`src/core/fspc_pkg.sv`:
```
package fspc_pkg;

  // ==========================================================
  // Opcodes
  localparam logic [7:0] OP_DEEP_SLEEP = 8'hB9;
  localparam logic [7:0] OP_DEEP_WAKE = 8'hAB;
  localparam logic [7:0] OP_ULTRA_SLEEP = 8'h79;
  localparam logic [7:0] OP_STATUS_READ = 8'hD7;
  localparam logic [7:0] OP_CFG_B0 = 8'h3D;
  localparam logic [7:0] OP_CFG_B1 = 8'h2A;
  localparam logic [7:0] OP_CFG_B2 = 8'h80;
  localparam logic [7:0] OP_CFG_256 = 8'hA6;
  localparam logic [7:0] OP_CFG_264 = 8'hA7;

  // ==========================================================
  // Frame layout
  localparam int CMD_BYTES = 4;
  localparam logic [2:0] LAST_BIT = 3'h7;
  localparam logic [2:0] BYTES_OP = 3'h1;
  localparam logic [2:0] BYTES_CFG = 3'h4;
  localparam logic [3:0] STATUS_LAST_BIT = 4'hF;

  // ==========================================================
  // Status word: byte 1 in [15:8], byte 2 in [7:0]
  localparam int ST_RDY_B1 = 15;
  localparam int ST_PAGE_B1 = 8;
  localparam int ST_RDY_B2 = 7;
  localparam logic STATUS_PAGE_264 = 1'b0;
  localparam logic STATUS_PAGE_256 = 1'b1;
  localparam logic STATUS_BUSY = 1'b0;
  localparam logic STATUS_READY = 1'b1;

  // ==========================================================
  // Timing, times in ns
  localparam int CLK_MHZ = 250;
  localparam int NS_PER_US = 1000;
  localparam int DEEP_SLEEP_ENTRY_TIME_NS = 3000;
  localparam int DEEP_SLEEP_EXIT_TIME_NS = 35000;
  localparam int ULTRA_SLEEP_ENTRY_TIME_NS = 3000;
  localparam int ULTRA_SLEEP_EXIT_TIME_NS = 180000;
  localparam int CONFIG_PROGRAM_TIME_NS = 4000000;
  localparam int TIMER_W = 32;

  // ==========================================================
  // Power and configuration states
  typedef enum logic [7:0] {
    FSPC_STANDBY = 8'h01,
    FSPC_ENTER_DEEP = 8'h02,
    FSPC_DEEP = 8'h04,
    FSPC_EXIT_DEEP = 8'h08,
    FSPC_ENTER_ULTRA = 8'h10,
    FSPC_ULTRA = 8'h20,
    FSPC_EXIT_ULTRA = 8'h40,
    FSPC_PROGRAM = 8'h80
  } fspc_state_t;

endpackage

```
`src/core/fspc_sync.sv`:
```
`timescale 1ns/1ns
// ==========================================================
// Two-stage synchroniser for pin inputs
module fspc_sync #(
  parameter int WIDTH = 3
) (
  input wire logic clk_sys,
  input wire logic rst,
  input wire logic clk_en,
  input wire logic [WIDTH-1:0] async_in,
  input wire logic [WIDTH-1:0] reset_val,
  output logic [WIDTH-1:0] sync_out
);
  logic [WIDTH-1:0] meta_reg;

  // First stage feeds only the second stage
  always_ff @(posedge clk_sys) begin
    if (rst) begin
      meta_reg <= reset_val; // Idle pin levels, so no false edge follows reset
      sync_out <= reset_val;
    end else if (clk_en) begin
      meta_reg <= async_in;
      sync_out <= meta_reg;
    end
  end
endmodule

```
`src/core/fspc_timer.sv`:
```
`timescale 1ns/1ns
// ==========================================================
// Down-counter for self-timed intervals
module fspc_timer #(
  parameter int WIDTH = 32
) (
  input wire logic clk_sys,
  input wire logic rst,
  input wire logic clk_en,
  input wire logic load,
  input wire logic [WIDTH-1:0] load_val,
  output logic done
);
  logic [WIDTH-1:0] cnt_reg;

  // Done fires once, in the cycle the count runs out
  always_ff @(posedge clk_sys) begin
    if (rst) begin
      cnt_reg <= '0;
      done <= 1'b0;
    end else if (clk_en) begin
      done <= 1'b0;
      if (load) begin
        cnt_reg <= load_val;
      end else if (cnt_reg != '0) begin
        cnt_reg <= cnt_reg - 1'b1;
        done <= (cnt_reg == {{(WIDTH-1){1'b0}}, 1'b1});
      end
    end
  end
endmodule

```
`src/core/fspc_top.sv`:
```
`timescale 1ns/1ns
module fspc_top #(
  parameter int T_DEEP_ENTRY_NS = fspc_pkg::DEEP_SLEEP_ENTRY_TIME_NS,
  parameter int T_DEEP_EXIT_NS = fspc_pkg::DEEP_SLEEP_EXIT_TIME_NS,
  parameter int T_ULTRA_ENTRY_NS = fspc_pkg::ULTRA_SLEEP_ENTRY_TIME_NS,
  parameter int T_ULTRA_EXIT_NS = fspc_pkg::ULTRA_SLEEP_EXIT_TIME_NS,
  parameter int T_CFG_PROG_NS = fspc_pkg::CONFIG_PROGRAM_TIME_NS
) (
  input wire logic clk_sys,
  input wire logic rst,
  input wire logic clk_en,
  input wire logic spi_cs_n,
  input wire logic spi_sck,
  input wire logic spi_si,
  output logic spi_so,
  output logic spi_so_oe_n,
  input wire logic array_busy,
  input wire logic nv_page_256,
  output logic nv_prog_stb,
  output logic nv_prog_val,
  output logic page_size_256,
  output logic ready,
  output logic low_power_standby,
  output logic deep_sleep,
  output logic ultra_sleep,
  output logic buffer_lost,
  output logic buffer_valid
);

  // ==========================================================
  // Cycle counts; maximum times round down, never below one cycle
  function automatic logic [fspc_pkg::TIMER_W-1:0] cyc_floor(input int t_ns);
    longint c;
    c = longint'(t_ns) * fspc_pkg::CLK_MHZ / fspc_pkg::NS_PER_US;
    if (c < 1) begin
      c = 1;
    end
    return c[fspc_pkg::TIMER_W-1:0];
  endfunction

  localparam logic [fspc_pkg::TIMER_W-1:0] CYC_DEEP_ENTRY = cyc_floor(T_DEEP_ENTRY_NS);
  localparam logic [fspc_pkg::TIMER_W-1:0] CYC_DEEP_EXIT = cyc_floor(T_DEEP_EXIT_NS);
  localparam logic [fspc_pkg::TIMER_W-1:0] CYC_ULTRA_ENTRY = cyc_floor(T_ULTRA_ENTRY_NS);
  localparam logic [fspc_pkg::TIMER_W-1:0] CYC_ULTRA_EXIT = cyc_floor(T_ULTRA_EXIT_NS);
  localparam logic [fspc_pkg::TIMER_W-1:0] CYC_CFG_PROG = cyc_floor(T_CFG_PROG_NS);

  // ==========================================================
  // Pin synchronisers and edge detection
  logic [2:0] pins_s;
  logic cs_n_s;
  logic sck_s;
  logic si_s;
  logic cs_n_q_reg;
  logic sck_q_reg;

  fspc_sync #(
    .WIDTH(3)
  ) u_sync (
    .clk_sys(clk_sys),
    .rst(rst),
    .clk_en(clk_en),
    .async_in({spi_cs_n, spi_sck, spi_si}),
    .reset_val(3'h4),
    .sync_out(pins_s)
  );

  assign cs_n_s = pins_s[2];
  assign sck_s = pins_s[1];
  assign si_s = pins_s[0];

  // Delayed copies of the synchronised pins; reset to idle levels
  always_ff @(posedge clk_sys) begin
    if (rst) begin
      cs_n_q_reg <= 1'b1;
      sck_q_reg <= 1'b0;
    end else if (clk_en) begin
      cs_n_q_reg <= cs_n_s;
      sck_q_reg <= sck_s;
    end
  end

  logic cs_fall;
  logic cs_rise;
  logic sck_rise;
  logic sck_fall;

  // Edge logic reads only the second stage and its delayed copy
  assign cs_fall = cs_n_q_reg & ~cs_n_s;
  assign cs_rise = ~cs_n_q_reg & cs_n_s;
  assign sck_rise = ~cs_n_s & ~sck_q_reg & sck_s;
  assign sck_fall = ~cs_n_s & sck_q_reg & ~sck_s;

  // ==========================================================
  // Frame receiver
  logic [7:0] rx_shift_reg;
  logic [2:0] bit_cnt_reg;
  logic [2:0] byte_cnt_reg;
  logic [7:0] cmd_mem [fspc_pkg::CMD_BYTES];
  logic [7:0] rx_byte;
  logic byte_done;

  assign rx_byte = {rx_shift_reg[6:0], si_s};
  assign byte_done = sck_rise && (bit_cnt_reg == fspc_pkg::LAST_BIT);

  // Counters restart at each frame; bytes past the fourth are dropped
  always_ff @(posedge clk_sys) begin
    if (rst) begin
      rx_shift_reg <= '0;
      bit_cnt_reg <= '0;
      byte_cnt_reg <= '0;
    end else if (clk_en) begin
      if (cs_fall) begin
        bit_cnt_reg <= '0;
        byte_cnt_reg <= '0;
      end else if (sck_rise) begin
        rx_shift_reg <= rx_byte;
        bit_cnt_reg <= bit_cnt_reg + 1'b1;
        if (byte_done && byte_cnt_reg != fspc_pkg::BYTES_CFG) begin
          byte_cnt_reg <= byte_cnt_reg + 1'b1;
        end
      end
    end
  end

  // Command bytes kept by index for decode at frame end
  always_ff @(posedge clk_sys) begin
    if (rst) begin
      for (int i = 0; i < fspc_pkg::CMD_BYTES; i++) begin
        cmd_mem[i] <= '0;
      end
    end else if (clk_en && byte_done && byte_cnt_reg != fspc_pkg::BYTES_CFG) begin
      cmd_mem[byte_cnt_reg[1:0]] <= rx_byte;
    end
  end

  // Single opcode seen in full; trailing bytes do not matter
  function automatic logic op_is(input logic [7:0] op);
    return (byte_cnt_reg >= fspc_pkg::BYTES_OP) && (cmd_mem[0] == op);
  endfunction

  // Four-byte configuration sequence seen in full
  function automatic logic cfg_is(input logic [7:0] last);
    return (byte_cnt_reg == fspc_pkg::BYTES_CFG) && (cmd_mem[0] == fspc_pkg::OP_CFG_B0)
      && (cmd_mem[1] == fspc_pkg::OP_CFG_B1) && (cmd_mem[2] == fspc_pkg::OP_CFG_B2)
      && (cmd_mem[3] == last);
  endfunction

  // ==========================================================
  // Power state machine
  fspc_pkg::fspc_state_t state_reg;
  logic frame_void_reg;
  logic timer_load;
  logic [fspc_pkg::TIMER_W-1:0] timer_val;
  logic timer_done;
  logic awake;
  logic frame_end;

  assign awake = (state_reg == fspc_pkg::FSPC_STANDBY) || (state_reg == fspc_pkg::FSPC_PROGRAM);
  assign frame_end = cs_rise && !frame_void_reg;

  // Frames begun in entry, exit or ultra states are void, even if standby comes mid-frame;
  // deep sleep frames stay valid so that the wake opcode can still be decoded
  always_ff @(posedge clk_sys) begin
    if (rst) begin
      frame_void_reg <= 1'b0;
    end else if (clk_en && cs_fall) begin
      frame_void_reg <= !awake && (state_reg != fspc_pkg::FSPC_DEEP);
    end
  end

  // Sleep and configuration opcodes act only at chip select rise
  always_ff @(posedge clk_sys) begin
    if (rst) begin
      state_reg <= fspc_pkg::FSPC_STANDBY;
    end else if (clk_en) begin
      unique case (state_reg)
        fspc_pkg::FSPC_STANDBY: begin
          if (frame_end && !array_busy) begin
            if (op_is(fspc_pkg::OP_DEEP_SLEEP)) begin
              state_reg <= fspc_pkg::FSPC_ENTER_DEEP;
            end else if (op_is(fspc_pkg::OP_ULTRA_SLEEP)) begin
              state_reg <= fspc_pkg::FSPC_ENTER_ULTRA;
            end else if (cfg_is(fspc_pkg::OP_CFG_256) || cfg_is(fspc_pkg::OP_CFG_264)) begin
              state_reg <= fspc_pkg::FSPC_PROGRAM;
            end
          end
        end
        fspc_pkg::FSPC_ENTER_DEEP: begin
          if (timer_done) begin
            state_reg <= fspc_pkg::FSPC_DEEP;
          end
        end
        fspc_pkg::FSPC_DEEP: begin
          if (frame_end && op_is(fspc_pkg::OP_DEEP_WAKE)) begin
            state_reg <= fspc_pkg::FSPC_EXIT_DEEP;
          end
        end
        fspc_pkg::FSPC_EXIT_DEEP: begin
          if (timer_done) begin
            state_reg <= fspc_pkg::FSPC_STANDBY;
          end
        end
        fspc_pkg::FSPC_ENTER_ULTRA: begin
          if (timer_done) begin
            state_reg <= fspc_pkg::FSPC_ULTRA;
          end
        end
        fspc_pkg::FSPC_ULTRA: begin
          // Any select pulse wakes; its content is never decoded
          if (cs_rise) begin
            state_reg <= fspc_pkg::FSPC_EXIT_ULTRA;
          end
        end
        fspc_pkg::FSPC_EXIT_ULTRA: begin
          if (timer_done) begin
            state_reg <= fspc_pkg::FSPC_STANDBY;
          end
        end
        fspc_pkg::FSPC_PROGRAM: begin
          if (timer_done) begin
            state_reg <= fspc_pkg::FSPC_STANDBY;
          end
        end
        default: begin
          state_reg <= fspc_pkg::FSPC_STANDBY;
        end
      endcase
    end
  end

  // Timer start values, loaded on the transition that begins each interval
  always_comb begin
    timer_load = 1'b0;
    timer_val = CYC_DEEP_ENTRY;
    if (state_reg == fspc_pkg::FSPC_STANDBY && frame_end && !array_busy) begin
      if (op_is(fspc_pkg::OP_DEEP_SLEEP)) begin
        timer_load = 1'b1;
      end else if (op_is(fspc_pkg::OP_ULTRA_SLEEP)) begin
        timer_load = 1'b1;
        timer_val = CYC_ULTRA_ENTRY;
      end else if (cfg_is(fspc_pkg::OP_CFG_256) || cfg_is(fspc_pkg::OP_CFG_264)) begin
        timer_load = 1'b1;
        timer_val = CYC_CFG_PROG;
      end
    end else if (state_reg == fspc_pkg::FSPC_DEEP && frame_end
                 && op_is(fspc_pkg::OP_DEEP_WAKE)) begin
      timer_load = 1'b1;
      timer_val = CYC_DEEP_EXIT;
    end else if (state_reg == fspc_pkg::FSPC_ULTRA && cs_rise) begin
      timer_load = 1'b1;
      timer_val = CYC_ULTRA_EXIT;
    end
  end

  fspc_timer #(
    .WIDTH(fspc_pkg::TIMER_W)
  ) u_timer (
    .clk_sys(clk_sys),
    .rst(rst),
    .clk_en(clk_en),
    .load(timer_load),
    .load_val(timer_val),
    .done(timer_done)
  );

  // ==========================================================
  // Page size configuration
  logic strap_taken_reg;
  logic pending_256_reg;

  // Stored setting is caught once after reset, then follows completed programs
  always_ff @(posedge clk_sys) begin
    if (rst) begin
      strap_taken_reg <= 1'b0;
      page_size_256 <= 1'b0;
      pending_256_reg <= 1'b0;
    end else if (clk_en) begin
      if (!strap_taken_reg) begin
        strap_taken_reg <= 1'b1;
        page_size_256 <= nv_page_256;
      end else if (state_reg == fspc_pkg::FSPC_PROGRAM && timer_done) begin
        page_size_256 <= pending_256_reg;
      end
      if (timer_load && state_reg == fspc_pkg::FSPC_STANDBY) begin
        pending_256_reg <= cfg_is(fspc_pkg::OP_CFG_256);
      end
    end
  end

  // Nonvolatile cell write, pulsed as programming starts
  always_ff @(posedge clk_sys) begin
    if (rst) begin
      nv_prog_stb <= 1'b0;
      nv_prog_val <= 1'b0;
    end else if (clk_en) begin
      nv_prog_stb <= timer_load && state_reg == fspc_pkg::FSPC_STANDBY
        && timer_val == CYC_CFG_PROG && frame_end
        && (cfg_is(fspc_pkg::OP_CFG_256) || cfg_is(fspc_pkg::OP_CFG_264));
      if (timer_load && state_reg == fspc_pkg::FSPC_STANDBY) begin
        nv_prog_val <= cfg_is(fspc_pkg::OP_CFG_256);
      end
    end
  end

  // ==========================================================
  // Status read
  logic status_on_reg;
  logic [3:0] tx_cnt_reg;
  logic [15:0] status_word;

  // Live word: bits refresh on every pass, so polling sees busy end
  always_comb begin
    status_word = '0;
    status_word[fspc_pkg::ST_RDY_B1] = ready ? fspc_pkg::STATUS_READY : fspc_pkg::STATUS_BUSY;
    status_word[fspc_pkg::ST_RDY_B2] = ready ? fspc_pkg::STATUS_READY : fspc_pkg::STATUS_BUSY;
    status_word[fspc_pkg::ST_PAGE_B1] = page_size_256 ? fspc_pkg::STATUS_PAGE_256
                                                      : fspc_pkg::STATUS_PAGE_264;
  end

  // Only awake, valid frames may start a status read
  always_ff @(posedge clk_sys) begin
    if (rst) begin
      status_on_reg <= 1'b0;
      tx_cnt_reg <= '0;
      spi_so <= 1'b0;
    end else if (clk_en) begin
      if (cs_n_s || !awake) begin
        status_on_reg <= 1'b0;
        tx_cnt_reg <= '0;
      end else if (byte_done && byte_cnt_reg == '0 && !frame_void_reg
                   && rx_byte == fspc_pkg::OP_STATUS_READ) begin
        status_on_reg <= 1'b1;
        tx_cnt_reg <= '0;
      end else if (status_on_reg && sck_fall) begin
        spi_so <= status_word[fspc_pkg::STATUS_LAST_BIT - tx_cnt_reg];
        tx_cnt_reg <= tx_cnt_reg + 1'b1;
      end
    end
  end

  // Output driven only during a status read in an awake state
  assign spi_so_oe_n = !(status_on_reg && awake && !cs_n_s);

  // ==========================================================
  // Buffer contents tracking
  always_ff @(posedge clk_sys) begin
    if (rst) begin
      buffer_lost <= 1'b0;
      buffer_valid <= 1'b1;
    end else if (clk_en) begin
      buffer_lost <= (state_reg == fspc_pkg::FSPC_ENTER_ULTRA) && timer_done;
      if (state_reg == fspc_pkg::FSPC_ENTER_ULTRA && timer_done) begin
        buffer_valid <= 1'b0;
      end
    end
  end

  // ==========================================================
  // Power status outputs
  assign ready = (state_reg != fspc_pkg::FSPC_PROGRAM) && !array_busy;
  assign low_power_standby = (state_reg == fspc_pkg::FSPC_STANDBY) && cs_n_s
                             && !array_busy;
  assign deep_sleep = (state_reg == fspc_pkg::FSPC_DEEP);
  assign ultra_sleep = (state_reg == fspc_pkg::FSPC_ULTRA);

endmodule

```
`config.mk`:
```
export PLATFORM = sky130hd
export DESIGN_NAME = fspc_top
export DESIGN_NICKNAME = d
export VERILOG_FILES = /design/src/core/fspc_pkg.sv /design/src/core/fspc_sync.sv /design/src/core/fspc_timer.sv /design/src/core/fspc_top.sv
export SDC_FILE = /design/constraint.sdc
export NUM_CORES = 1
export LEC_CHECK = 0
export ABC_AREA = 1
export BUFFER_PORTS_ARGS = -buffer_cell sky130_fd_sc_hd__buf_2
export CAP_MARGIN = 40
export CORE_UTILIZATION = 37
export CTS_BUF_LIST = sky130_fd_sc_hd__clkbuf_8
export CTS_CLUSTER_SIZE = 8
export DETAILED_ROUTE_END_ITERATION = 6
export PLACE_DENSITY = 0.57
export SKIP_LAST_GASP = 1
export SYNTH_ARGS = -nofsm -noshare
export SYNTH_HDL_FRONTEND = slang
export SYNTH_SLANG_ARGS = --single-unit
export TNS_END_PERCENT = 5
```
`constraint.sdc`:
```
create_clock -name clk_sys -period 2.2 [get_ports clk_sys]
set_input_delay 0.22 -clock clk_sys [delete_from_list [all_inputs] [get_ports clk_sys]]
set_output_delay 0.22 -clock clk_sys [all_outputs]
set_load 0.005 [all_outputs]
```
# Word-level counts from Yosys, hierarchy flattened
# Memories as Yosys holds them, arrays and structs flattened.
# Cells that the tools add are included.
# W data, S select, Z words.
[totals]
reg_bits = 75
mem_bits_rw = 32
in_bits = 8
out_inout_bits = 11
elab_cells = 188
n_memories = 1
[memory_table]
columns = ["name", "depth", "word_bits", "rd", "rd_clocked_by_memory_dff", "write_ports", "line_no", "source"]
rows = [
  ["cmd_mem", 4, 8, 4, 0, 4, "fspc_top.sv:98", "logic [7:0] cmd_mem [fspc_pkg::CMD_BYTES];"],
]
[op_classes]
addsub = 5
order_cmp = 2
eq_ne = 32
n_mux = 50
n_bitwise = 13
n_reduce_logical = 65
[op_table]
columns = ["operator", "count"]
rows = [
  ["$mux W32", 3],
  ["$mux W8", 10],
  ["$mux W20", 3],
  ["$eq A8 B8 Y1 const B", 7],
  ["$pmux W8 S6", 1],
  ["$logic_and A1 B1 Y1", 37],
  ["$eq A32 B1 Y1 const B", 1],
  ["$eq A32 B20 Y1 const B", 1],
  ["$mux W16", 2],
  ["$reduce_bool A32 Y1", 1],
  ["$sub A32 B1 Y32 const B", 1],
  ["$eq A8 B6 Y1 const B", 3],
  ["$mux W1", 21],
  ["$eq A8 B7 Y1 const B", 2],
  ["$mux W3", 5],
  ["$reduce_and A2 Y1", 7],
  ["$mux W4", 3],
  ["$ne A2 B1 Y1 const B", 6],
  ["$eq A8 B1 Y1 const B", 1],
  ["$eq A8 B2 Y1 const B", 1],
  ["$eq A8 B3 Y1 const B", 1],
  ["$eq A8 B4 Y1 const B", 1],
  ["$eq A8 B5 Y1 const B", 1],
  ["$ne A8 B3 Y1 const B", 1],
  ["24 further kinds", 47],
]

# Depth between registers and ports, before layout
# An unclocked memory read counts as a cell.
[logic_depth]
word_depth = 15
depth_mapped = 15
ltp_nobuf = 14

# Cells and area by module
# A second synthesis with hierarchy kept.
[unflattened]
cells_unflattened = 945
hier_area_um2 = 6324.8
[by_module_without_submodules]
columns = ["mod", "instances", "cells_per_inst", "area_each_um2", "seq_area_each_um2"]
rows = [
  ["fspc_top", 1, 461, 3488.3, 1681.6],
  ["fspc_timer", 1, 461, 2590.0, 660.6],
  ["fspc_sync", 1, 23, 246.5, 180.2],
]

# Worst setup path after synthesis
# No wires, ideal clock.
[synth_timing]
path_type = "reg-to-reg"
startpoint = "register byte_cnt_reg[0]"
endpoint = "memory cmd_mem[3][0] (enable)"
setup_ns = 0.387
arrival_time_ns = 1.640
required_ns = 1.813
setup_slack_ns = 0.173
path_stages_with_launch = 6
path_buffers = 0
period_less_slack_ns = 2.027
path_cell_list = "dfxtp_1 > inv_1 > ha_1 > nand2_1 > nand3_1 > o31ai_1"
[synth_rtl]
columns = ["element", "line_no", "source"]
rows = [
  ["start, declared", "fspc_top.sv:97", "logic [2:0] byte_cnt_reg;"],
  ["start signal, assigned", "fspc_top.sv:119", "byte_cnt_reg <= byte_cnt_reg + 1'b1;"],
  ["end, declared", "fspc_top.sv:98", ""],
]

# Worst setup path after layout
[layout_timing]
startpoint = "register state_reg[0]"
endpoint = "output port spi_so_oe_n"
[layout_via]
elab_chain_cells = 5
elab_cells_between_ends = 6
cone_classes = "eq/ne (2); reduce/logical (4)"
[layout_lines]
columns = ["element", "line_no", "source"]
rows = [
  ["start, declared", "fspc_top.sv:150", "fspc_pkg::fspc_state_t state_reg;"],
  ["start signal, assigned", "fspc_top.sv:174", "state_reg <= fspc_pkg::FSPC_STANDBY;"],
  ["start signal, assigned", "fspc_top.sv:180", "state_reg <= fspc_pkg::FSPC_ENTER_DEEP;"],
  ["start signal, assigned", "fspc_top.sv:182", "state_reg <= fspc_pkg::FSPC_ENTER_ULTRA;"],
  ["$eq A8 B1 Y1 / $eq A8 B8 Y1 (equally long branches)", "fspc_top.sv:158", "assign awake = (state_reg == fspc_pkg::FSPC_STANDBY) || (state_reg == fspc_pkg::FSPC_PROGRAM);"],
  ["$logic_or A1 B1 Y1 (*)", "fspc_top.sv:158", ""],
  ["$logic_and A1 B1 Y1 (*) (2 in series)", "fspc_top.sv:342", "assign spi_so_oe_n = !(status_on_reg && awake && !cs_n_s);"],
  ["$logic_not A1 Y1 (*)", "fspc_top.sv:342", ""],
  ["end, declared", "fspc_top.sv:16", "output logic spi_so_oe_n,"],
]
# Every way passes the cells marked *; elsewhere a longest branch is shown, timed or not.

==> out/metrics.yaml <==
status: "complete, no violations"
vdd_drop_max_v: 0.000489
drt-met1-wl_um: 6720
cts_buffers: 9
rows: 46
timing.max_cap.violations: 0
fin_cells: 1108
reg2regPathDepth: 14
syn_nets: 876
hold_depth: 3
wl_per_cell_um: 13.2
cts_root_buffer: "clkbuf_8"
path_clk_slew_ns: 0.11
post-synth-top-count-cell: "nand2_1"
synth.avg_cell_area_um2: 6.98
cp_slowest_cell: "dfxtp_1"
seq_area_mm2: 0.00246
synthCells: 860
routed_wl_um: 14600
yosys-top-cells-area: "dfxtp_1 25%, edfxtp_1 16%, nand2_1 13%, nor2_1 12%, inv_1 5.8%"
diodes: 0
synthArstFlopShare_pct: 0
syn_area_mm2: 0.00600
cts_setup_buffers: 0
drtAntennaViolNets: 0
num_vias: 5249
path_buf_inv: 2
synth_top_area_share_pct: 25.0
top_layer_used: "met4"
setup_viol: 0
hp-class: "in2reg"
ys_seq_area_share_pct: 41.0
yosysUniqueCellTypes: 42
finClkSkew_ns: 0.0165
grt_pass1_vias: 4899
dr_wl_met2_um: 7220
cts_sinks: 107
port_buffers: 18
relSlewSlack_pct: 64.4
cts_tree: "yes"
drt_iter0_drc: 239
clk_latency_ns: 0.41
coreArea_mm2: 0.0159
gr-usage-all-layers_pct: 18.7
die_width_um: 129
dr.pass1.iters: 5
synth_seq_cells: 107
drc: 0
grt_pass1_wl_um: 24300
grt_max_degree: 33
path_common_cell: "nand2_1"
required_ns: 1.98
ys_top_cells_by_count: "205 x nand2_1, 191 x nor2_1, 92 x inv_1"
gr-total-overflow: 0
worstPathArrival_ns: 1.75
crit_path_start_kind: "register"
rsz0062_at_grt: "true"
hpwl_um: 11200
dr_wl_met3_um: 450
clk_path_buf_depth: 2
path_cells: "inv_1 > nand2_1 > nor2_1 > nand3_2 > nand2_1 > nand2_1 > buf_2"
htree_levels: 3
yosysWarningCount: 0
slowest_delay_ns: 0.35
finalCriticalPeriod_ns: 1.97
dp.cells: 1091
power.density_mw_per_mm2: 805
critPathKind: "reg2out"
routabilityCongestion: 0.918
timing.final.crit_share_pct: 89.4
drive_gt1_share_pct: 10.7
synth_ff_type: "dfxtp_1"
ios: 19
path_max_fanout: 4
utilization_pct: 41.9
synth_edf_count: 32
antenna_found_initial: 0
final_max_slew_viol_count: 0
p_leak_uw: 0.00290
initial_core_util_pct: 37.8
finalSetupTns_ns: 0
multiInputGateArea_mm2: 0.00306
tightest_slew_ns: 0.532
hold_viol_final: 0
cp_top_family: "simple AND/OR/NAND/NOR gates"
crit_path_end_kind: "output pin"
nets: 903
fillers: 1729
max_freq_mhz: 508
crit_cells: 7
die_h_um: 129
vias_per_cell: 4.74
dieArea_mm2: 0.0167
area_growth_syn_to_layout_pct: 10.9
synth.largest_area_cell: "dfxtp_1"
total_power_uw: 5360
-- worst reg2reg max path, stage by stage, from the launching register on --
cell and delay (ns):
dfxtp_1 0.37, inv_1 0.09, ha_1 0.16, nand2_1 0.09
nor2_1 0.12, nand2_1 0.07, nor2_1 0.13, nand3_2 0.12
nand2_1 0.09, nand2_1 0.11, nand2_4 0.12, nand2_1 0.08
nand2_2 0.15, nand2_1 0.08, a21oi_2 0.11
-- final timing paths --
kind	startpoint	to	slack, ns
worst max-delay path	state_reg[0]$_SDFFE_PP1P_	spi_so_oe_n	0.23
worst min-delay path	spi_si	u_sync.meta_reg[0]$_SDFFE_PP0P_	0.04
worst max register to register	byte_cnt_reg[0]$_SDFFE_PP0P_	u_timer.cnt_reg[14]$_SDFFE_PP0P_	0.24
worst min register to register	buffer_valid$_SDFFE_PP1P_	buffer_valid$_SDFFE_PP1P_	0.45
-- report_power, final --
part | switching, uW | total, uW | leakage, uW | internal (uW)
sequential | 143 | 2310 | 0.000943 | 2170
combinational | 1100 | 1700 | 0.00185 | 594
clock | 787 | 1350 | 0.000110 | 561
total | 2030 | 5360 | 0.00290 | 3330
-- metal layers --
metal	up-vias	track usage [%]
met2	54	33.1
met5	-	0
met1	2372	22.8
li1	2807	-
met3	16	4.00
met4	0	5.40
-- cell type report --
| type | instances | share of cell area, % |
|---|---|---|
| Multi-Input combinational cell | 632 | 45.9 |
| Sequential cell | 107 | 37.0 |
| Inverter | 98 | 5.56 |
| Timing Repair Buffer | 39 | 4.19 |
| Tap cell | 216 | 4.06 |
| Clock buffer | 9 | 1.86 |
| Clock inverter | 7 | 1.39 |
-- cells by family (layout without fill, tap and decap cells) --
| logic type | after synthesis | after routing | share of synthesized area, % |
|---|---|---|---|
| XOR/XNOR | 28 | 28 | 4.08 |
| AND/OR/NAND/NOR | 497 | 497 | 35.7 |
| AO/OA/AOI/OAI | 99 | 99 | 9.27 |
| buffers and inverters | 121 | 153 | 8.27 |
| flip-flops | 107 | 107 | 41.0 |
| adder cells (fa/ha/maj) | 8 | 8 | 1.67 |
-- what timing repair did --
action | in CTS | in global routing
endpoints found under the hold margin | 1 | 0
gates resized for setup | 0 | 6
setup endpoints to repair | 0 | 30
hold buffers | 1 | 0
-- layout by cell type, fill, tap and decap left out, drive strengths merged, types with 23 or more instances in the layout --
master and count:
xor2 23, dfxtp 75, nand2 216, inv 101, buf 38, nor2 196
nand4 27, o21ai 29, edfxtp 32, nand3 38, a21oi 56
-- stage by stage --
| step | setup slack (ns) | cell area (um^2) | hold WS (ns) |
|---|---|---|---|
| floorplan | 0.173 | 6000 | 0.346 |
| global placement | 0.264 | 6410 | 0.428 |
| detailed placement | 0.205 | 6410 | 0.438 |
| CTS | 0.130 | 6640 | 0.0139 |
| global route | -0.0274 | 6660 | 0.00504 |
| finish | 0.233 | 6660 | 0.0413 |
(Power assumes the default switching activity.)
